==> config.mk <==
export PLATFORM = sky130hd
export DESIGN_NAME = slot_ctl
export DESIGN_NICKNAME = d
export VERILOG_FILES = /design/src/logic/slot_ctl_pkg.sv /design/src/logic/sync_edge.sv /design/src/logic/slot_ctl.sv
export SDC_FILE = /design/constraint.sdc
export NUM_CORES = 1
export LEC_CHECK = 0
export BUFFER_PORTS_ARGS = -buffer_cell sky130_fd_sc_hd__buf_2
export CORE_UTILIZATION = 51
export DETAILED_ROUTE_END_ITERATION = 7
export MAX_ROUTING_LAYER = met4
export PLACE_DENSITY = 0.8
export SLEW_MARGIN = 5
export SYNTH_ARGS = -nofsm -noshare
export SYNTH_HDL_FRONTEND = slang
export SYNTH_HIERARCHICAL = 1
export SYNTH_SLANG_ARGS = --single-unit
==> constraint.sdc <==
create_clock -name mclk -period 1.6 [get_ports mclk]
set_clock_uncertainty 0.05 [all_clocks]
set_input_delay 0.08 -clock mclk [delete_from_list [all_inputs] [get_ports mclk]]
set_output_delay 0.08 -clock mclk [all_outputs]
set_load 0.005 [all_outputs]
==> src/logic/slot_ctl_pkg.sv <==
// constants for the hot-plug slot control block
package slot_ctl_pkg;
   // register offsets
   localparam logic [11:0] CAP_OFS = 12'h054;
   localparam logic [11:0] CTL_OFS = 12'h058;
   localparam logic [11:0] STS_OFS = 12'h05A;
   localparam logic [11:0] MASK_OFS = 12'h0A0;
   // slot_control field positions
   localparam int BTN_EN = 0;
   localparam int PF_EN = 1;
   localparam int LATCH_EN = 2;
   localparam int PRES_EN = 3;
   localparam int CC_EN = 4;
   localparam int MASTER_EN = 5;
   localparam int ATTN_LO = 6;
   localparam int PIND_LO = 8;
   localparam int PWR_CTL = 10;
   localparam int ILOCK_CTL = 11;
   localparam int LINK_EN = 12;
   // slot_capabilities field positions
   localparam int CAP_BTN = 0;
   localparam int CAP_PWRCTL = 1;
   localparam int CAP_LATCH = 2;
   localparam int CAP_ATTN = 3;
   localparam int CAP_PIND = 4;
   localparam int CAP_HPC = 6;
   localparam int CAP_ILOCK = 17;
   // slot status field positions
   localparam int ST_BTN = 0;
   localparam int ST_PF = 1;
   localparam int ST_LATCH = 2;
   localparam int ST_PRES = 3;
   localparam int ST_CC = 4;
   localparam int ST_LATCH_ST = 5;
   localparam int ST_PRES_ST = 6;
   localparam int ST_ILOCK_ST = 7;
   localparam int ST_LINK = 8;
   // values after reset
   localparam logic [1:0] ATTN_RST = 2'h3;
   localparam logic [1:0] PIND_RST = 2'h1;
   localparam logic [31:0] CAP_RST = 32'h0000_0000;
   localparam logic [15:0] MASK_RST = 16'h0000;
   localparam logic [15:0] STS_RST = 16'h0000;
   // writable capability bits and sticky status bits
   localparam logic [31:0] CAP_WMASK = 32'h0002_005F;
   localparam logic [15:0] STS_STICKY = 16'h011F;
endpackage

==> src/logic/sync_edge.sv <==
// two-flop synchroniser with rise and change detection per bit
`timescale 1ns/10ps
module sync_edge #(
   parameter int W = 1
) (
   // clock and reset
   input wire logic mclk,
   input wire logic rst_n,
   // asynchronous levels in
   input wire logic [W-1:0] d_in,
   // synchronised level and edges out
   output logic [W-1:0] level,
   output logic [W-1:0] rise,
   output logic [W-1:0] change
);
   logic [W-1:0] meta_r;
   logic [W-1:0] sync_r;
   logic [W-1:0] last_r;

   // meta_r feeds only sync_r
   always_ff @(posedge mclk or negedge rst_n) begin
      if (!rst_n) begin
         meta_r <= '0;
         sync_r <= '0;
         last_r <= '0;
      end else begin
         meta_r <= d_in;
         sync_r <= meta_r;
         last_r <= sync_r;
      end
   end

   assign level = sync_r;
   assign rise = sync_r & ~last_r;
   assign change = sync_r ^ last_r;
endmodule

==> src/logic/slot_ctl.sv <==
// hot-plug slot control register bank of a downstream port
// Function
// - button event enable bit 0 lets a button press raise interrupt or wake
// - power fault enable bit 1 lets a power fault raise interrupt or wake
// - latch change enable bit 2 lets latch sensor change raise interrupt/wake
// - presence change enable bit 3 lets presence change raise interrupt/wake
// - command done enable bit 4 raises interrupt only, never wake
// - master enable bit 5 gates hp_irq; irq follows status and mask register only
// - fields without their capability read zero and ignore writes
// - attention indicator 7:6 resets off, write sets it, read returns it
// - attention indicator reads zero when its present bit is clear
// - power indicator 9:8 resets on, same coding, write sets, read returns
// - power indicator reads zero when its present bit is clear
// - on the upstream port power indicator writes reach no indicator
// - bit 10 sets slot power, zero on, one off, read returns it
// - interlock bit 11 reads zero; writing one toggles the interlock
// - link active change enable bit 12 lets it raise interrupt or wake
// - slot_control writes during a running command fold into one repeat command; done flag after all actions
// - button pressed flag sets on press, cleared by writing one
// - capability bit 3 tells whether an attention indicator exists
`timescale 1ns/10ps
module slot_ctl #(
   parameter bit UPSTREAM = 1'b0
) (
   // clock and reset
   input wire logic mclk,
   input wire logic rst_n,
   // register port
   input wire logic [11:0] addr,
   input wire logic [31:0] wdata,
   input wire logic wr,
   input wire logic rd,
   output logic [31:0] rdata,
   // slot sensors, asynchronous
   input wire logic btn_in,
   input wire logic pwr_fault_in,
   input wire logic latch_open_in,
   input wire logic present_in,
   input wire logic ilock_engaged_in,
   input wire logic link_up_in,
   input wire logic act_ack_in,
   // slot controls
   output logic [1:0] attention_indicator_ctl,
   output logic [1:0] power_indicator_ctl,
   output logic slot_power_ctl,
   output logic interlock_toggle_ctl,
   output logic act_req,
   // interrupts and wake
   output logic hp_irq,
   output logic wake,
   output logic irq
);
   typedef enum logic [2:0] {
      CMD_IDLE = 3'b001,
      CMD_REQ = 3'b010,
      CMD_DROP = 3'b100
   } cmd_state_t;

   cmd_state_t cmd_r;
   cmd_state_t cmd_nxt;
   logic [31:0] slot_capabilities_r;
   logic [12:0] ctl_r;
   logic [15:0] sts_r;
   logic [15:0] mask_r;
   logic [1:0] attn_r;
   logic [1:0] pind_r;
   logic pwr_r;
   logic ilock_r;
   logic req_r;
   logic pend_r;
   logic hp_irq_r;
   logic wake_r;
   logic irq_r;
   logic [31:0] rdata_r;
   logic [6:0] lvl;
   logic [6:0] rise;
   logic [6:0] chg;
   logic [15:0] ctl_view;
   logic [15:0] sts_view;
   logic [15:0] sts_set;
   logic [15:0] evt_en;
   logic [12:0] ctl_wmask;
   logic ctl_wr;
   logic cc_set;

   // bit order: ack, link, interlock, presence, latch, fault, button
   sync_edge #(.W(7)) u_sync (
      .mclk(mclk),
      .rst_n(rst_n),
      .d_in({act_ack_in, link_up_in, ilock_engaged_in, present_in,
             latch_open_in, pwr_fault_in, btn_in}),
      .level(lvl),
      .rise(rise),
      .change(chg)
   );

   assign ctl_wr = wr && (addr == slot_ctl_pkg::CTL_OFS);

   // a field whose capability is absent takes no write
   always_comb begin
      ctl_wmask = 13'h1000;
      ctl_wmask[slot_ctl_pkg::BTN_EN] =
         slot_capabilities_r[slot_ctl_pkg::CAP_BTN];
      ctl_wmask[slot_ctl_pkg::PF_EN] =
         slot_capabilities_r[slot_ctl_pkg::CAP_PWRCTL];
      ctl_wmask[slot_ctl_pkg::LATCH_EN] =
         slot_capabilities_r[slot_ctl_pkg::CAP_LATCH];
      ctl_wmask[slot_ctl_pkg::PRES_EN] =
         slot_capabilities_r[slot_ctl_pkg::CAP_HPC];
      ctl_wmask[slot_ctl_pkg::CC_EN] =
         slot_capabilities_r[slot_ctl_pkg::CAP_HPC];
      ctl_wmask[slot_ctl_pkg::MASTER_EN] =
         slot_capabilities_r[slot_ctl_pkg::CAP_HPC];
   end

   always_ff @(posedge mclk or negedge rst_n) begin
      if (!rst_n) begin
         slot_capabilities_r <= slot_ctl_pkg::CAP_RST;
      end else if (wr && addr == slot_ctl_pkg::CAP_OFS) begin
         slot_capabilities_r <= wdata & slot_ctl_pkg::CAP_WMASK;
      end
   end

   always_ff @(posedge mclk or negedge rst_n) begin
      if (!rst_n) begin
         ctl_r <= '0;
      end else if (ctl_wr) begin
         ctl_r <= (wdata[12:0] & ctl_wmask) | (ctl_r & ~ctl_wmask);
      end else begin
         ctl_r <= ctl_r & ctl_wmask;
      end
   end

   // indicator, power and interlock state driven toward the slot
   always_ff @(posedge mclk or negedge rst_n) begin
      if (!rst_n) begin
         attn_r <= slot_ctl_pkg::ATTN_RST;
         pind_r <= slot_ctl_pkg::PIND_RST;
         pwr_r <= 1'b0;
         ilock_r <= 1'b0;
      end else begin
         ilock_r <= 1'b0;
         if (ctl_wr) begin
            if (slot_capabilities_r[slot_ctl_pkg::CAP_ATTN])
               attn_r <= wdata[slot_ctl_pkg::ATTN_LO +: 2];
            if (slot_capabilities_r[slot_ctl_pkg::CAP_PIND] && !UPSTREAM)
               pind_r <= wdata[slot_ctl_pkg::PIND_LO +: 2];
            if (slot_capabilities_r[slot_ctl_pkg::CAP_PWRCTL])
               pwr_r <= wdata[slot_ctl_pkg::PWR_CTL];
            if (slot_capabilities_r[slot_ctl_pkg::CAP_ILOCK])
               ilock_r <= wdata[slot_ctl_pkg::ILOCK_CTL];
         end
      end
   end

   // read view of slot_control
   always_comb begin
      ctl_view = {3'h0, ctl_r & ctl_wmask};
      ctl_view[slot_ctl_pkg::ATTN_LO +: 2] =
         slot_capabilities_r[slot_ctl_pkg::CAP_ATTN] ? attn_r : 2'h0;
      ctl_view[slot_ctl_pkg::PIND_LO +: 2] =
         slot_capabilities_r[slot_ctl_pkg::CAP_PIND] ? pind_r : 2'h0;
      ctl_view[slot_ctl_pkg::PWR_CTL] =
         slot_capabilities_r[slot_ctl_pkg::CAP_PWRCTL] & pwr_r;
      ctl_view[slot_ctl_pkg::ILOCK_CTL] = 1'b0;
   end

   // command handshake: request held until ack, then wait for ack low
   always_comb begin
      cmd_nxt = cmd_r;
      cc_set = 1'b0;
      case (cmd_r)
         CMD_IDLE: begin
            if (ctl_wr)
               cmd_nxt = CMD_REQ;
         end
         CMD_REQ: begin
            if (lvl[6])
               cmd_nxt = CMD_DROP;
         end
         CMD_DROP: begin
            if (!lvl[6]) begin
               if (pend_r || ctl_wr) begin
                  cmd_nxt = CMD_REQ;
               end else begin
                  cmd_nxt = CMD_IDLE;
                  cc_set = 1'b1;
               end
            end
         end
         default: cmd_nxt = CMD_IDLE;
      endcase
   end

   always_ff @(posedge mclk or negedge rst_n) begin
      if (!rst_n) begin
         cmd_r <= CMD_IDLE;
         req_r <= 1'b0;
      end else begin
         cmd_r <= cmd_nxt;
         req_r <= (cmd_nxt == CMD_REQ);
      end
   end

   // a write during a running command is folded into a repeat of it
   always_ff @(posedge mclk or negedge rst_n) begin
      if (!rst_n) begin
         pend_r <= 1'b0;
      end else if (cmd_r == CMD_DROP && !lvl[6]) begin
         pend_r <= 1'b0;
      end else if (ctl_wr && cmd_r != CMD_IDLE) begin
         pend_r <= 1'b1;
      end
   end

   // sticky events; a set in the clearing cycle wins
   always_comb begin
      sts_set = '0;
      sts_set[slot_ctl_pkg::ST_BTN] = rise[0];
      sts_set[slot_ctl_pkg::ST_PF] = rise[1];
      sts_set[slot_ctl_pkg::ST_LATCH] = chg[2];
      sts_set[slot_ctl_pkg::ST_PRES] = chg[3];
      sts_set[slot_ctl_pkg::ST_CC] = cc_set;
      sts_set[slot_ctl_pkg::ST_LINK] = chg[5];
   end

   always_ff @(posedge mclk or negedge rst_n) begin
      if (!rst_n) begin
         sts_r <= slot_ctl_pkg::STS_RST;
      end else if (wr && addr == slot_ctl_pkg::STS_OFS) begin
         sts_r <= (sts_r & ~wdata[15:0]) | sts_set;
      end else begin
         sts_r <= sts_r | sts_set;
      end
   end

   always_comb begin
      sts_view = sts_r & slot_ctl_pkg::STS_STICKY;
      sts_view[slot_ctl_pkg::ST_LATCH_ST] = lvl[2];
      sts_view[slot_ctl_pkg::ST_PRES_ST] = lvl[3];
      sts_view[slot_ctl_pkg::ST_ILOCK_ST] = lvl[4];
   end

   // each event flag paired with its own enable
   always_comb begin
      evt_en = '0;
      evt_en[slot_ctl_pkg::ST_BTN] = ctl_r[slot_ctl_pkg::BTN_EN];
      evt_en[slot_ctl_pkg::ST_PF] = ctl_r[slot_ctl_pkg::PF_EN];
      evt_en[slot_ctl_pkg::ST_LATCH] =
         ctl_r[slot_ctl_pkg::LATCH_EN];
      evt_en[slot_ctl_pkg::ST_PRES] = ctl_r[slot_ctl_pkg::PRES_EN];
      evt_en[slot_ctl_pkg::ST_CC] = ctl_r[slot_ctl_pkg::CC_EN];
      evt_en[slot_ctl_pkg::ST_LINK] = ctl_r[slot_ctl_pkg::LINK_EN];
   end

   always_ff @(posedge mclk or negedge rst_n) begin
      if (!rst_n) begin
         mask_r <= slot_ctl_pkg::MASK_RST;
      end else if (wr && addr == slot_ctl_pkg::MASK_OFS) begin
         mask_r <= wdata[15:0] & slot_ctl_pkg::STS_STICKY;
      end
   end

   // wake ignores the master enable and never follows command done
   always_ff @(posedge mclk or negedge rst_n) begin
      if (!rst_n) begin
         hp_irq_r <= 1'b0;
         wake_r <= 1'b0;
         irq_r <= 1'b0;
      end else begin
         hp_irq_r <= ctl_r[slot_ctl_pkg::MASTER_EN] &&
                     |(sts_r & evt_en);
         wake_r <= |(sts_r & evt_en &
                     ~(16'h0001 << slot_ctl_pkg::ST_CC));
         irq_r <= |(sts_r & mask_r);
      end
   end

   // read data stand only in the cycle after the strobe
   always_ff @(posedge mclk or negedge rst_n) begin
      if (!rst_n) begin
         rdata_r <= '0;
      end else if (rd) begin
         case (addr)
            slot_ctl_pkg::CAP_OFS: rdata_r <= slot_capabilities_r;
            slot_ctl_pkg::CTL_OFS: rdata_r <= {16'h0000, ctl_view};
            slot_ctl_pkg::STS_OFS: rdata_r <= {16'h0000, sts_view};
            slot_ctl_pkg::MASK_OFS: rdata_r <= {16'h0000, mask_r};
            default: rdata_r <= '0;
         endcase
      end else begin
         rdata_r <= '0;
      end
   end

   assign rdata = rdata_r;
   assign attention_indicator_ctl = attn_r;
   assign power_indicator_ctl = pind_r;
   assign slot_power_ctl = pwr_r;
   assign interlock_toggle_ctl = ilock_r;
   assign act_req = req_r;
   assign hp_irq = hp_irq_r;
   assign wake = wake_r;
   assign irq = irq_r;
endmodule

* Word level (Yosys, flattened, before mapping)
Cells that the tools add are included.
** Storage, ports and cells
- Input port bits :: 55
- Output and inout bits :: 42
- Logic and storage cells :: 76
- Register bits :: 94
** Operators by class
- Multiplexer cells :: 18
- Bitwise operators :: 15
- Reduce and logical (&&, ||, !) cells :: 16
- Equality and inequality tests :: 9
** Operators with widths (count)
- one-hot mux 18 bit (4 select lines) :: 1
- AND 13 bit :: 3
- equality test 12 x 7 -> 1 bit, second input constant :: 3
- AND 16 x 9 -> 16 bit :: 2
- bitwise OR 16 x 9 -> 16 bit :: 2
- OR reduction 16 bit :: 2
- 2-to-1 mux 18 bit :: 1
- AND 16 bit :: 1
- 2-to-1 mux 16 bit :: 1
- NOT 16 bit :: 1
- OR reduction 15 bit :: 1
- 2-to-1 mux 13 bit :: 1
- NOT 13 bit :: 1
- bitwise OR 13 bit :: 1
- equality test 12 x 8 -> 1 bit, second input constant :: 1
- 2-to-1 mux 3 bit :: 3
- one-hot mux 3 bit (3 select lines) :: 1
- logical AND 1 bit :: 7
- 2-to-1 mux 1 bit :: 7
- equality test 3 x 2 -> 1 bit, second input constant :: 2
- 2-to-1 mux 2 bit :: 3
- AND reduction 2 bit :: 3
- XOR 6 bit :: 1
- equality test 3 x 1 -> 1 bit, second input constant :: 1
- 8 further kinds :: 8

* Longest topological paths before layout
Gate-level depths: netlist (run 1).
- Word-level depth :: 8
- Gate-level depth with buffers :: 6
- Mapped depth without buffers :: 4

* By module
The synthesis (run 1) kept the hierarchy.
** Modules (own cells, without submodules)
- slot_ctl :: seq. area each 1331.3 µm², area each 2592.5 µm², cells each 228, times used 1
- sync_edge :: seq. area each 525.5 µm², area each 665.6 µm², cells each 42, times used 1

* Worst setup path after synthesis (run 1)
No wires, ideal clock.
- Kind :: input-to-reg
- Start point :: in addr[9]
- End point :: reg req_r (netlist: act_req)
- Library setup time :: 0.116 ns
- Buffers on the path :: 1
- Required time :: 1.434 ns
- Cell stages on the path :: 5
- Arrival time :: 1.768 ns
- Setup slack :: -0.333 ns
- Path through :: or4_4 -> or4_4 -> buf_6 -> or3_4 -> o311ai_0
** Between the ends
- Word-level cells in the longest chain between the ends :: 7
- Elaborated cells on any way between the ends :: 8
- Those cells by class :: 2 x eq/ne; 4 x mux; 2 x reduce/logical
** RTL lines
- start: declaration :: RTL line slot_ctl.sv:29 : input wire logic [11:0] addr,
- equality test 12 x 7 -> 1 bit * :: RTL line slot_ctl.sv:97 : assign ctl_wr = wr && (addr == slot_ctl_pkg::CTL_OFS);
- logical AND 1 bit * :: RTL line slot_ctl.sv:97
- logical OR 1 bit :: RTL line slot_ctl.sv:183 : if (pend_r || ctl_wr) begin
- 2-to-1 mux 2 bit :: RTL line slot_ctl.sv:183
- 2-to-1 mux 3 bit :: RTL line slot_ctl.sv:182 : if (!lvl[6]) begin
- one-hot mux 3 bit (3 select lines) * :: RTL line slot_ctl.sv:172 : case (cmd_r)
- equality test 3 x 2 -> 1 bit * :: RTL line slot_ctl.sv:201 : req_r <= (cmd_nxt == CMD_REQ);
- end signal: assignment :: RTL line slot_ctl.sv:201
- end: declaration :: RTL line slot_ctl.sv:69 : logic req_r;
Every way passes the cells marked *; elsewhere a longest branch is shown, timed or not.
A chain may end at the register's enable or synchronous reset.

* Worst setup path in the final report (run 1)
- Start point :: in addr[9]
- End point :: reg cmd_r[0]
** Between the ends
- Word-level cells in the longest chain between the ends :: 6
- Elaborated cells on any way between the ends :: 7
- Those cells by class :: 1 x eq/ne; 4 x mux; 2 x reduce/logical
** RTL lines
- equality test 12 x 7 -> 1 bit * :: RTL line slot_ctl.sv:97
- logical AND 1 bit * :: RTL line slot_ctl.sv:97
- logical OR 1 bit :: RTL line slot_ctl.sv:183
- 2-to-1 mux 2 bit :: RTL line slot_ctl.sv:183
- 2-to-1 mux 3 bit :: RTL line slot_ctl.sv:182
- one-hot mux 3 bit (3 select lines) * :: RTL line slot_ctl.sv:172
- via cmd_nxt[0] :: RTL line slot_ctl.sv:60 : cmd_state_t cmd_nxt;
- end signal: assignment :: RTL line slot_ctl.sv:200 : cmd_r <= cmd_nxt;
- end: declaration :: RTL line slot_ctl.sv:59 : cmd_state_t cmd_r;
Mark *: on every way through the listed nets, which the timed path passes. The rest lies on a longest branch.

==> results.sh, run 1 <==
export IMPL_status="complete, but fails checks"
export IMPL_violations="setup timing"
export IMPL_die_h_um=80.7
export IMPL_design_area_um2=4240
export IMPL_synthCells=260
export IMPL_placed_cells=411
export IMPL_via_per_inst=5.48
export IMPL_initial_core_util_pct=53.1
export IMPL_finalNonFillerCells=452
export IMPL_crit_fanout=4
export IMPL_fin_ws_ns=-0.0196
export IMPL_antenna_found_initial=0
export IMPL_grt_pass1_wl_mm=11.7
export IMPL_rsz0062_at_grt="yes"
export IMPL_netlist_area_um2=3160
export IMPL_rows=28
export IMPL_dpl_cell_area_um2=3680
export IMPL_clk_path_buf_depth=2
export IMPL_num_vias=2479
export IMPL_power_total_uw=3850
export IMPL_p_leak_uw=0.00213
export IMPL_crit_arrival_ns=1.86
export IMPL_crit_buf_inv=1
export IMPL_syn_area_per_cell_um2=12.2
export IMPL_area_growth_pct=34.3
export IMPL_tritoncts="yes"
export IMPL_nets=432
export IMPL_r2r_start="cmd_r[0]"
export IMPL_start_kind="input port"
export IMPL_io_buffers=59
export IMPL_max_cap_viol_count=0
export IMPL_layout_drive_gt1_share_pct=36.6
export IMPL_antennaDiodeCount=0
export IMPL_path_cells="buf_6 > or4_4 > or4_4 > or3_4 > o211a_1"
export IMPL_max_freq_mhz=617
export IMPL_hp_class="in2reg"
export IMPL_powerDensity_nw_per_um2=907
export IMPL_pin_count=97
export IMPL_reg2regPathDepth=4
export IMPL_final_hold_violation_count=0
export IMPL_clkLatencyLatePin_ns=0.35
export IMPL_final_max_slew_viol_count=0
export IMPL_cts_max_level=3
export IMPL_drc=0
export IMPL_dp_final_hpwl_mm=4.99
export IMPL_setup_viol=4
export IMPL_gp_congestion=0.901
export IMPL_first_pass_iters=5
export IMPL_crit_start="addr[9]"
export IMPL_crit_top_cell="or4_4"
export IMPL_grt_pass1_vias=2446
export IMPL_crit_cells=5
export IMPL_worst_pin_slew_ns=0.920
export IMPL_core_area_um2=5960
export IMPL_dr_first_iter_drc_count=157
export IMPL_slowest_stage="or4_4"
export IMPL_finalCriticalPeriod_ns=1.62
export IMPL_cp_data_required_time_ns=1.84
export IMPL_slew_headroom_pct=38.0
export IMPL_clockRootBuffer="clkbuf_8"
export IMPL_die_width_um=80.7
export IMPL_grt_use_total_pct=25.6
export IMPL_cts_sinks=72
export IMPL_cp_end_kind="flip-flop"
export IMPL_cts_buffers=9
export IMPL_regToRegEndpoint="cmd_r[1]"
export IMPL_critical_path_top_delay_family="simple AND/OR/NAND/NOR gates"
export IMPL_grt_max_degree=73
export IMPL_routedWlPerCell_um=16.2
export IMPL_ant_nets=0
export IMPL_r2r_setup_slack_ns=0.11
export IMPL_finalWirelength_mm=7.31
export IMPL_max_vdd_ir_drop_uv=757
export IMPL_clkTransAtPathRegs_ns=0.08
export IMPL_dieArea_um2=6520
export IMPL_slowest_delay_ns=0.60
export IMPL_cp_endpoint="cmd_r[0]"
export IMPL_critPathKind="in2reg"
export IMPL_min_period_over_period_pct=101
export IMPL_overflow=0
export IMPL_yosys_warnings=6
-- worst min-delay path by stage --
stage,start,endpoint,slack (ns),cells past startpoint
after floorplan,rst_n,async pin,-0.27,0
after global placement,rst_n,u_sync/meta_r[5],0.08,2
after detailed placement,rst_n,u_sync/meta_r[2],0.08,2
after CTS,wr,sts_r[8],0.18,4
after global routing,wr,sts_r[1],0.23,4
final,wr,sts_r[8],0.20,4
-- what timing repair did --
| action | in CTS | in global routing |
|---|---|---|
| pin swaps | 2 | 3 |
| cloned | 0 | 0 |
| setup endpoints to repair | 9 | 24 |
| setup buffers | 0 | 2 |
| endpoints found under the hold margin | 99 | 0 |
| hold buffers | 23 | 0 |
| resized for setup | 2 | 9 |
-- flip-flops by register name, indices dropped and copies added, names as in the netlist, named ones only --
signal and cells:
power_indicator_ctl 2, wake 1, irq 1, slot_power_ctl 1
hp_irq 1, cmd_r 3, mask_r 6, interlock_toggle_ctl 1
u_sync/meta_r 7, sts_r 6, ctl_r 1, attention_indicator_ctl 2
u_sync/level 7, rdata 13, act_req 1, slot_capabilities_r 7
pend_r 1, u_sync/last_r 5
-- worst min-delay path, stage by stage --
cell	delay, ns
buf_2	0.10
buf_4	0.19
nand3_1	0.09
a21o_1	0.10
-- report_power, final --
part	switching [uW]	internal, uW
combinational	122	111
sequential	17.6	1850
clock	675	1080
-- layout by cell type (no fill, tap or decap), types with 4 or more instances in the layout --
cell type and count:
nand2_1 11, o21ai_0 4, buf_4 27, buf_2 58, dfrtp_1 68, mux2_1 5
a21oi_1 8, o21ai_1 6, nor2_1 6, mux2_2 7, nor4_4 4, inv_1 15
ha_1 5, mux2_4 6, clkbuf_8 10, a21o_1 5, nor4_1 4, dfstp_2 4
dlygate4sd3_1 23, conb_1 19, mux2i_1 5, nand3_1 16, a22oi_1 9
-- cell type report --
| class | instances | area [um2] |
|---|---|---|
| tap | 75 | 93.8 |
| fill | 425 | 1710 |
| inverter | 15 | 56.3 |
| clock inverter | 5 | 104 |
| sequential | 72 | 1810 |
| timing repair buffer | 111 | 766 |
| multi-input combinational | 163 | 1280 |
| clock buffer | 11 | 141 |
-- per-layer routing --
metal | routed length [um] | GRT usage (%) | vias to the layer above
li1 | - | - | 1118
met5 | 0 | - | -
met1 | 3170 | 33.2 | 1225
met2 | 3460 | 37.5 | 114
met4 | 231 | 14.8 | 0
met3 | 452 | 4.89 | 22
-- metrics by stage --
step / util, % / hold WS [ns] / worst slack [ns] / TNS (ns)
2_1_floorplan: - / -0.266 / -0.316 / -5.60
3_3_place_gp: 61.9 / 0.0793 / -0.362 / -13.98
3_5_place_dp: 61.9 / 0.0838 / -0.395 / -14.82
4_1_cts: 70.1 / 0.179 / -0.00243 / -0.00243
5_1_grt: 71.3 / 0.226 / -0.0389 / -0.180
6_report: 71.3 / 0.203 / -0.0196 / -0.0414
(Power assumes the default switching activity.)
==> run 2: changes to the inputs <==
--- a/config.mk
+++ b/config.mk
@@ -9,7 +9,7 @@
 export CORE_UTILIZATION = 51
 export DETAILED_ROUTE_END_ITERATION = 7
 export MAX_ROUTING_LAYER = met4
-export PLACE_DENSITY = 0.8
+export PLACE_DENSITY_LB_ADDON = 0.25
 export SLEW_MARGIN = 5
 export SYNTH_ARGS = -nofsm -noshare
 export SYNTH_HDL_FRONTEND = slang
==> run 2 against run 1 <==
Setup slack better by 0.00075 ns. Flip-flop and latch count stayed put. Via count down 4.1%. First-iteration DRC count up 27%. Hold slack worse by 0.17 ns. The run still ends with setup timing left. Clock power decreased by 6%. Power shrank 3.1%. Final area decreased by 1.2%. Critical path depth did not move. Highest routed layer unchanged. Maximum frequency about the same. Wire length shrank 1.8%.
==> results.sh, run 2 (synthesis gave the netlist of run 1 again) <==
export IMPL_r2r_start="cmd_r[0]"
export IMPL_dr_first_iter_drc_count=200
export IMPL_violations="setup timing"
export IMPL_area_growth_pct=32.7
export IMPL_first_pass_iters=4
export IMPL_status="complete, but fails checks"
export IMPL_regArea_um2=1810
export IMPL_powerDensity_nw_per_um2=890
export IMPL_rsz0062_at_grt="yes"
export IMPL_met2_wirelength_mm=3.39
export IMPL_top_layer_used="met4"
export IMPL_met3_wirelength_um=425
export IMPL_crit_arrival_ns=1.81
export IMPL_gp_congestion=0.861
export IMPL_power_total_uw=3730
export IMPL_tritoncts="yes"
export IMPL_die_width_um=80.7
export IMPL_drc=0
export IMPL_reg2regPathDepth=4
export IMPL_antennaDiodeCount=0
export IMPL_initial_core_util_pct=53.1
export IMPL_layout_common_cells="68 x dfrtp_1, 58 x buf_2, 22 x dlygate4sd3_1, 20 x buf_4, 19 x conb_1"
export IMPL_grt_pass1_vias=2264
export IMPL_worstHoldEndpoint="rdata[17]"
export IMPL_regToRegEndpoint="cmd_r[1]"
export IMPL_setup_viol=2
export IMPL_dieArea_um2=6520
export IMPL_crit_fanout=3
export IMPL_dp_final_hpwl_mm=4.92
export IMPL_max_cap_viol_count=0
export IMPL_worst_pin_slew_ns=0.612
export IMPL_clk_path_buf_depth=2
export IMPL_cp_end_kind="flip-flop"
export IMPL_antenna_found_initial=0
export IMPL_grt_pass1_wl_mm=11.4
export IMPL_max_freq_mhz=618
export IMPL_setup_tns_ns=-0.0300
export IMPL_critPathKind="in2reg"
export IMPL_min_period_over_period_pct=101
export IMPL_io_buffers=59
export IMPL_ant_nets=0
export IMPL_cts_max_level=3
export IMPL_grt_max_degree=73
export IMPL_finalCriticalPeriod_ns=1.62
export IMPL_core_area_um2=5960
export IMPL_holdCritStartpoint="rd"
export IMPL_largest_register_ffs=13
export IMPL_nets=426
export IMPL_hold_depth=2
export IMPL_rows=28
export IMPL_grt_use_total_pct=24.9
export IMPL_multi_input_area_um2=1270
export IMPL_start_kind="input port"
export IMPL_die_h_um=80.7
export IMPL_nFillCells=448
export IMPL_design_area_um2=4190
export IMPL_pin_count=97
export IMPL_layout_drive_gt1_share_pct=35.8
export IMPL_clockRootBuffer="clkbuf_8"
export IMPL_cts_buffers=9
export IMPL_fin_ws_ns=-0.0189
export IMPL_cts_sinks=72
export IMPL_p_leak_uw=0.00206
export IMPL_dpl_cell_area_um2=3660
export IMPL_slew_headroom_pct=59.0
export IMPL_final_max_slew_viol_count=0
export IMPL_via_per_inst=5.33
export IMPL_overflow=0
export IMPL_final_hold_violation_count=0
export IMPL_num_vias=2377
export IMPL_max_vdd_ir_drop_uv=712
export IMPL_wl_met1_mm=3.24
export IMPL_finalWirelength_mm=7.18
export IMPL_mostFrequentLayoutCell="dfrtp_1"
export IMPL_clkTransAtPathRegs_ns=0.07
export IMPL_r2r_setup_slack_ns=0.28
export IMPL_hp_class="in2reg"
export IMPL_routedWlPerCell_um=16.1
export IMPL_timing_hold_ws_ns=0.0305
export IMPL_final_util_pct=70.4
export IMPL_clkLatencyLatePin_ns=0.34
export IMPL_cp_data_required_time_ns=1.79
run 2: changes by cell type in the layout (fill, tap and decap cells not counted), moves of 2 or more:
| cell | before | now |
|---|---|---|
| buf_4 | 27 | 20 |
| nor3_4 | 2 | 0 |
| clkbuf_8 | 10 | 12 |
| nor3_2 | 0 | 2 |
run 2: through the flow:
step / std cells / setup WS, ns
2_1_floorplan: 278 / -0.316
3_3_place_gp: 406 / -0.328
3_5_place_dp: 406 / -0.362
4_1_cts: 444 / 0.00485
5_1_grt: 446 / -0.0340
6_report: 446 / -0.0189
run 2: worst max-delay path by stage:
stage / startpoint / endpoint / slack, ns
finish: addr[9] / cmd_r[1] / -0.02
global route: addr[9] / cmd_r[1] / -0.03
detailed placement: addr[10] / slot_power_ctl / -0.36
floorplan: addr[10] / cmd_r[0] / -0.32
CTS: addr[10] / slot_power_ctl / 0.005
global placement: addr[10] / cmd_r[0] / -0.33
run 2: report_power, final:
group | total, uW | leakage (uW) | switching, uW | internal (uW)
registers | 1860 | 0.000921 | 15.6 | 1850
logic | 228 | 0.00102 | 119 | 109
clock network | 1640 | 0.000117 | 632 | 1010
run 2: what timing repair did:
item	CTS	global route
hold buffers	22	0
gates resized for setup	0	12
endpoints found under the setup margin	0	13
setup buffers	0	2
hold endpoints to repair	97	0
run 2: critical path, stage by stage:
cell	delay, ns
buf_6	0.09
or4_4	0.58
or4_4	0.60
or3_4	0.37
o311ai_1	0.10
run 2: layout make-up:
class / count / area share (%)
Inverter: 15 / 1.34
Tap cell: 75 / 2.24
Timing Repair Buffer: 105 / 17.6
Multi-Input combinational cell: 163 / 30.2
Clock buffer: 14 / 4.12
Clock inverter: 2 / 1.43
Sequential cell: 72 / 43.1
run 2: layer usage:
layer	up-vias	GRT usage, %
met2	104	38.1
met1	1155	32.2
met5	-	-
li1	1106	-
met4	0	9.64
met3	12	6.02
==> run 3: changes to the inputs <==
--- a/config.mk
+++ b/config.mk
@@ -8,6 +8,7 @@
 export BUFFER_PORTS_ARGS = -buffer_cell sky130_fd_sc_hd__buf_2
 export CORE_UTILIZATION = 51
 export DETAILED_ROUTE_END_ITERATION = 7
+export GPL_TIMING_DRIVEN = 0
 export MAX_ROUTING_LAYER = met4
 export PLACE_DENSITY_LB_ADDON = 0.25
 export SLEW_MARGIN = 5
==> run 3 against run 2 <==
The flow still finishes with violations (setup timing). Combinational power up 15%. Via count up 5.8%. Power up 0.79%. Critical endpoint is now mask_r[2]. Largest power group unchanged. Highest routed layer unchanged. Critical path type unchanged. Wire length rose by 8.8%. Largest cell class unchanged. Utilization increased by 4.1 points.
==> results.sh, run 3 (synthesis gave the netlist of run 1 again) <==
export IMPL_antennaDiodeCount=0
export IMPL_setup_tns_ns=-0.266
export IMPL_final_util_pct=74.5
export IMPL_pin_count=97
export IMPL_critPathKind="in2reg"
export IMPL_crit_arrival_ns=1.81
export IMPL_start_kind="input port"
export IMPL_final_hold_violation_count=0
export IMPL_grt_max_degree=43
export IMPL_finalWirelength_mm=7.81
export IMPL_routedWlPerCell_um=16.6
export IMPL_worst_pin_slew_ns=0.767
export IMPL_overflow=0
export IMPL_p_comb_share_pct=7.0
export IMPL_largest_register_ffs=13
export IMPL_layout_drive_gt1_share_pct=41.4
export IMPL_fin_ws_ns=-0.0319
export IMPL_hp_class="in2reg"
export IMPL_finalCriticalPeriod_ns=1.63
export IMPL_cp_end_kind="flip-flop"
export IMPL_max_vdd_ir_drop_uv=778
export IMPL_cp_data_required_time_ns=1.78
export IMPL_switchingPower_uw=822
export IMPL_dieArea_um2=6520
export IMPL_via_per_inst=5.36
export IMPL_drc=0
export IMPL_status="complete, but fails checks"
export IMPL_power_internal_uw=2940
export IMPL_min_period_over_period_pct=102
export IMPL_nets=449
export IMPL_tritoncts="yes"
export IMPL_grt_pass1_vias=2446
export IMPL_p_seq_share_pct=49.5
export IMPL_rows=28
export IMPL_layout_common_cells="68 x dfrtp_1, 58 x buf_2, 33 x buf_4, 22 x dlygate4sd3_1, 19 x conb_1"
export IMPL_nFillCells=397
export IMPL_violations="setup timing"
export IMPL_rsz0062_at_grt="yes"
export IMPL_dp_final_hpwl_mm=4.73
export IMPL_clkLatencyLatePin_ns=0.35
export IMPL_die_width_um=80.7
export IMPL_switching_share_pct=21.9
export IMPL_gp_congestion=0.861
export IMPL_slew_headroom_pct=48.9
export IMPL_die_h_um=80.7
export IMPL_clkTransAtPathRegs_ns=0.08
export IMPL_num_vias=2515
export IMPL_p_clk_share_pct=43.5
export IMPL_first_pass_iters=4
export IMPL_finalNonFillerCells=469
export IMPL_max_freq_mhz=613
export IMPL_mostFrequentLayoutCell="dfrtp_1"
export IMPL_io_buffers=59
export IMPL_ant_nets=0
export IMPL_grt_use_total_pct=26.4
export IMPL_area_growth_pct=40.4
export IMPL_dr_first_iter_drc_count=162
export IMPL_cts_sinks=72
export IMPL_cts_buffers=9
export IMPL_setup_viol=14
export IMPL_clk_path_buf_depth=2
export IMPL_max_cap_viol_count=0
export IMPL_antenna_found_initial=0
export IMPL_initial_core_util_pct=53.1
export IMPL_p_leak_uw=0.00223
export IMPL_core_area_um2=5960
export IMPL_clockRootBuffer="clkbuf_8"
export IMPL_final_max_slew_viol_count=0
export IMPL_placed_cells=413
export IMPL_powerDensity_nw_per_um2=848
export IMPL_cts_max_level=3
export IMPL_grt_pass1_wl_mm=12.0
export IMPL_crit_fanout=6
==> run 3: layout make-up <==
type	count	area, um2	share of cell area, %
well taps	75	93.8	2.12
multi-input cells	163	1330	30.0
clock buffers	11	151	3.41
clock inverters	5	78.8	1.78
repair buffers	101	722	16.3
inverters	15	56.3	1.27
plain buffers	27	196	4.43
flip-flops and latches	72	1810	40.7
==> run 3: worst max-delay path, stage by stage <==
cell	delay [ns]
buf_6	0.09
or4_4	0.59
buf_6	0.15
nor4_4	0.28
buf_4	0.18
nand2_4	0.09
mux2_4	0.34
==> run 3: metrics by stage <==
step	power [uW]	hold slack, ns	area (um2)	worst slack [ns]
after CTS	3770	0.00438	4300	-0.0261
after floorplan	1980	-0.266	3270	-0.316
final	3760	0.0164	4440	-0.0319
after detailed placement	2100	-0.00585	3690	-0.635
after global placement	2080	0.137	3660	-0.629
after global routing	3890	0.0101	4440	-0.0848
==> run 3: power by group through the flow <==
stage	Sequential [uW]	Clock [uW]	Combinational (uW)
2_1_floorplan	1890	0	88.5
3_3_place_gp	1900	0	189
3_5_place_dp	1900	0	200
4_1_cts	1860	1650	253
5_1_grt	1860	1730	291
6_report	1860	1640	262
==> run 3: final timing paths <==
check,from,to,slack (ns),depth (start not counted)
setup reg to reg,sts_r[3],hp_irq,0.30,4
hold / removal,rd,rdata[17],0.02,2
hold reg to reg,u_sync/meta_r[0],u_sync/level[0],0.30,0
min in group asynchronous,rst_n,u_sync/level[6],0.16,2
max in group asynchronous,rst_n,attention_indicator_ctl[1],0.72,3
setup / recovery,addr[9],mask_r[2],-0.03,7
==> run 3: what timing repair did <==
action,in CTS,in global routing
setup endpoints to repair,35,37
gates resized for setup,13,21
cloned,0,0
buffers inserted,14,5
hold endpoints to repair,101,0
pin swaps,9,4
hold buffers,22,0
==> run 3: routing by layer <==
metal / part of all wire, % / wire [um] / up-vias / global-route usage [%]
li1: - / - / 1155 / -
met1: 42 / 3250 / 1234 / 33.3
met2: 49 / 3850 / 113 / 41.0
met3: 7.3 / 567 / 13 / 7.05
met4: 1.8 / 138 / 0 / 9.64
met5: 0 / 0 / - / -
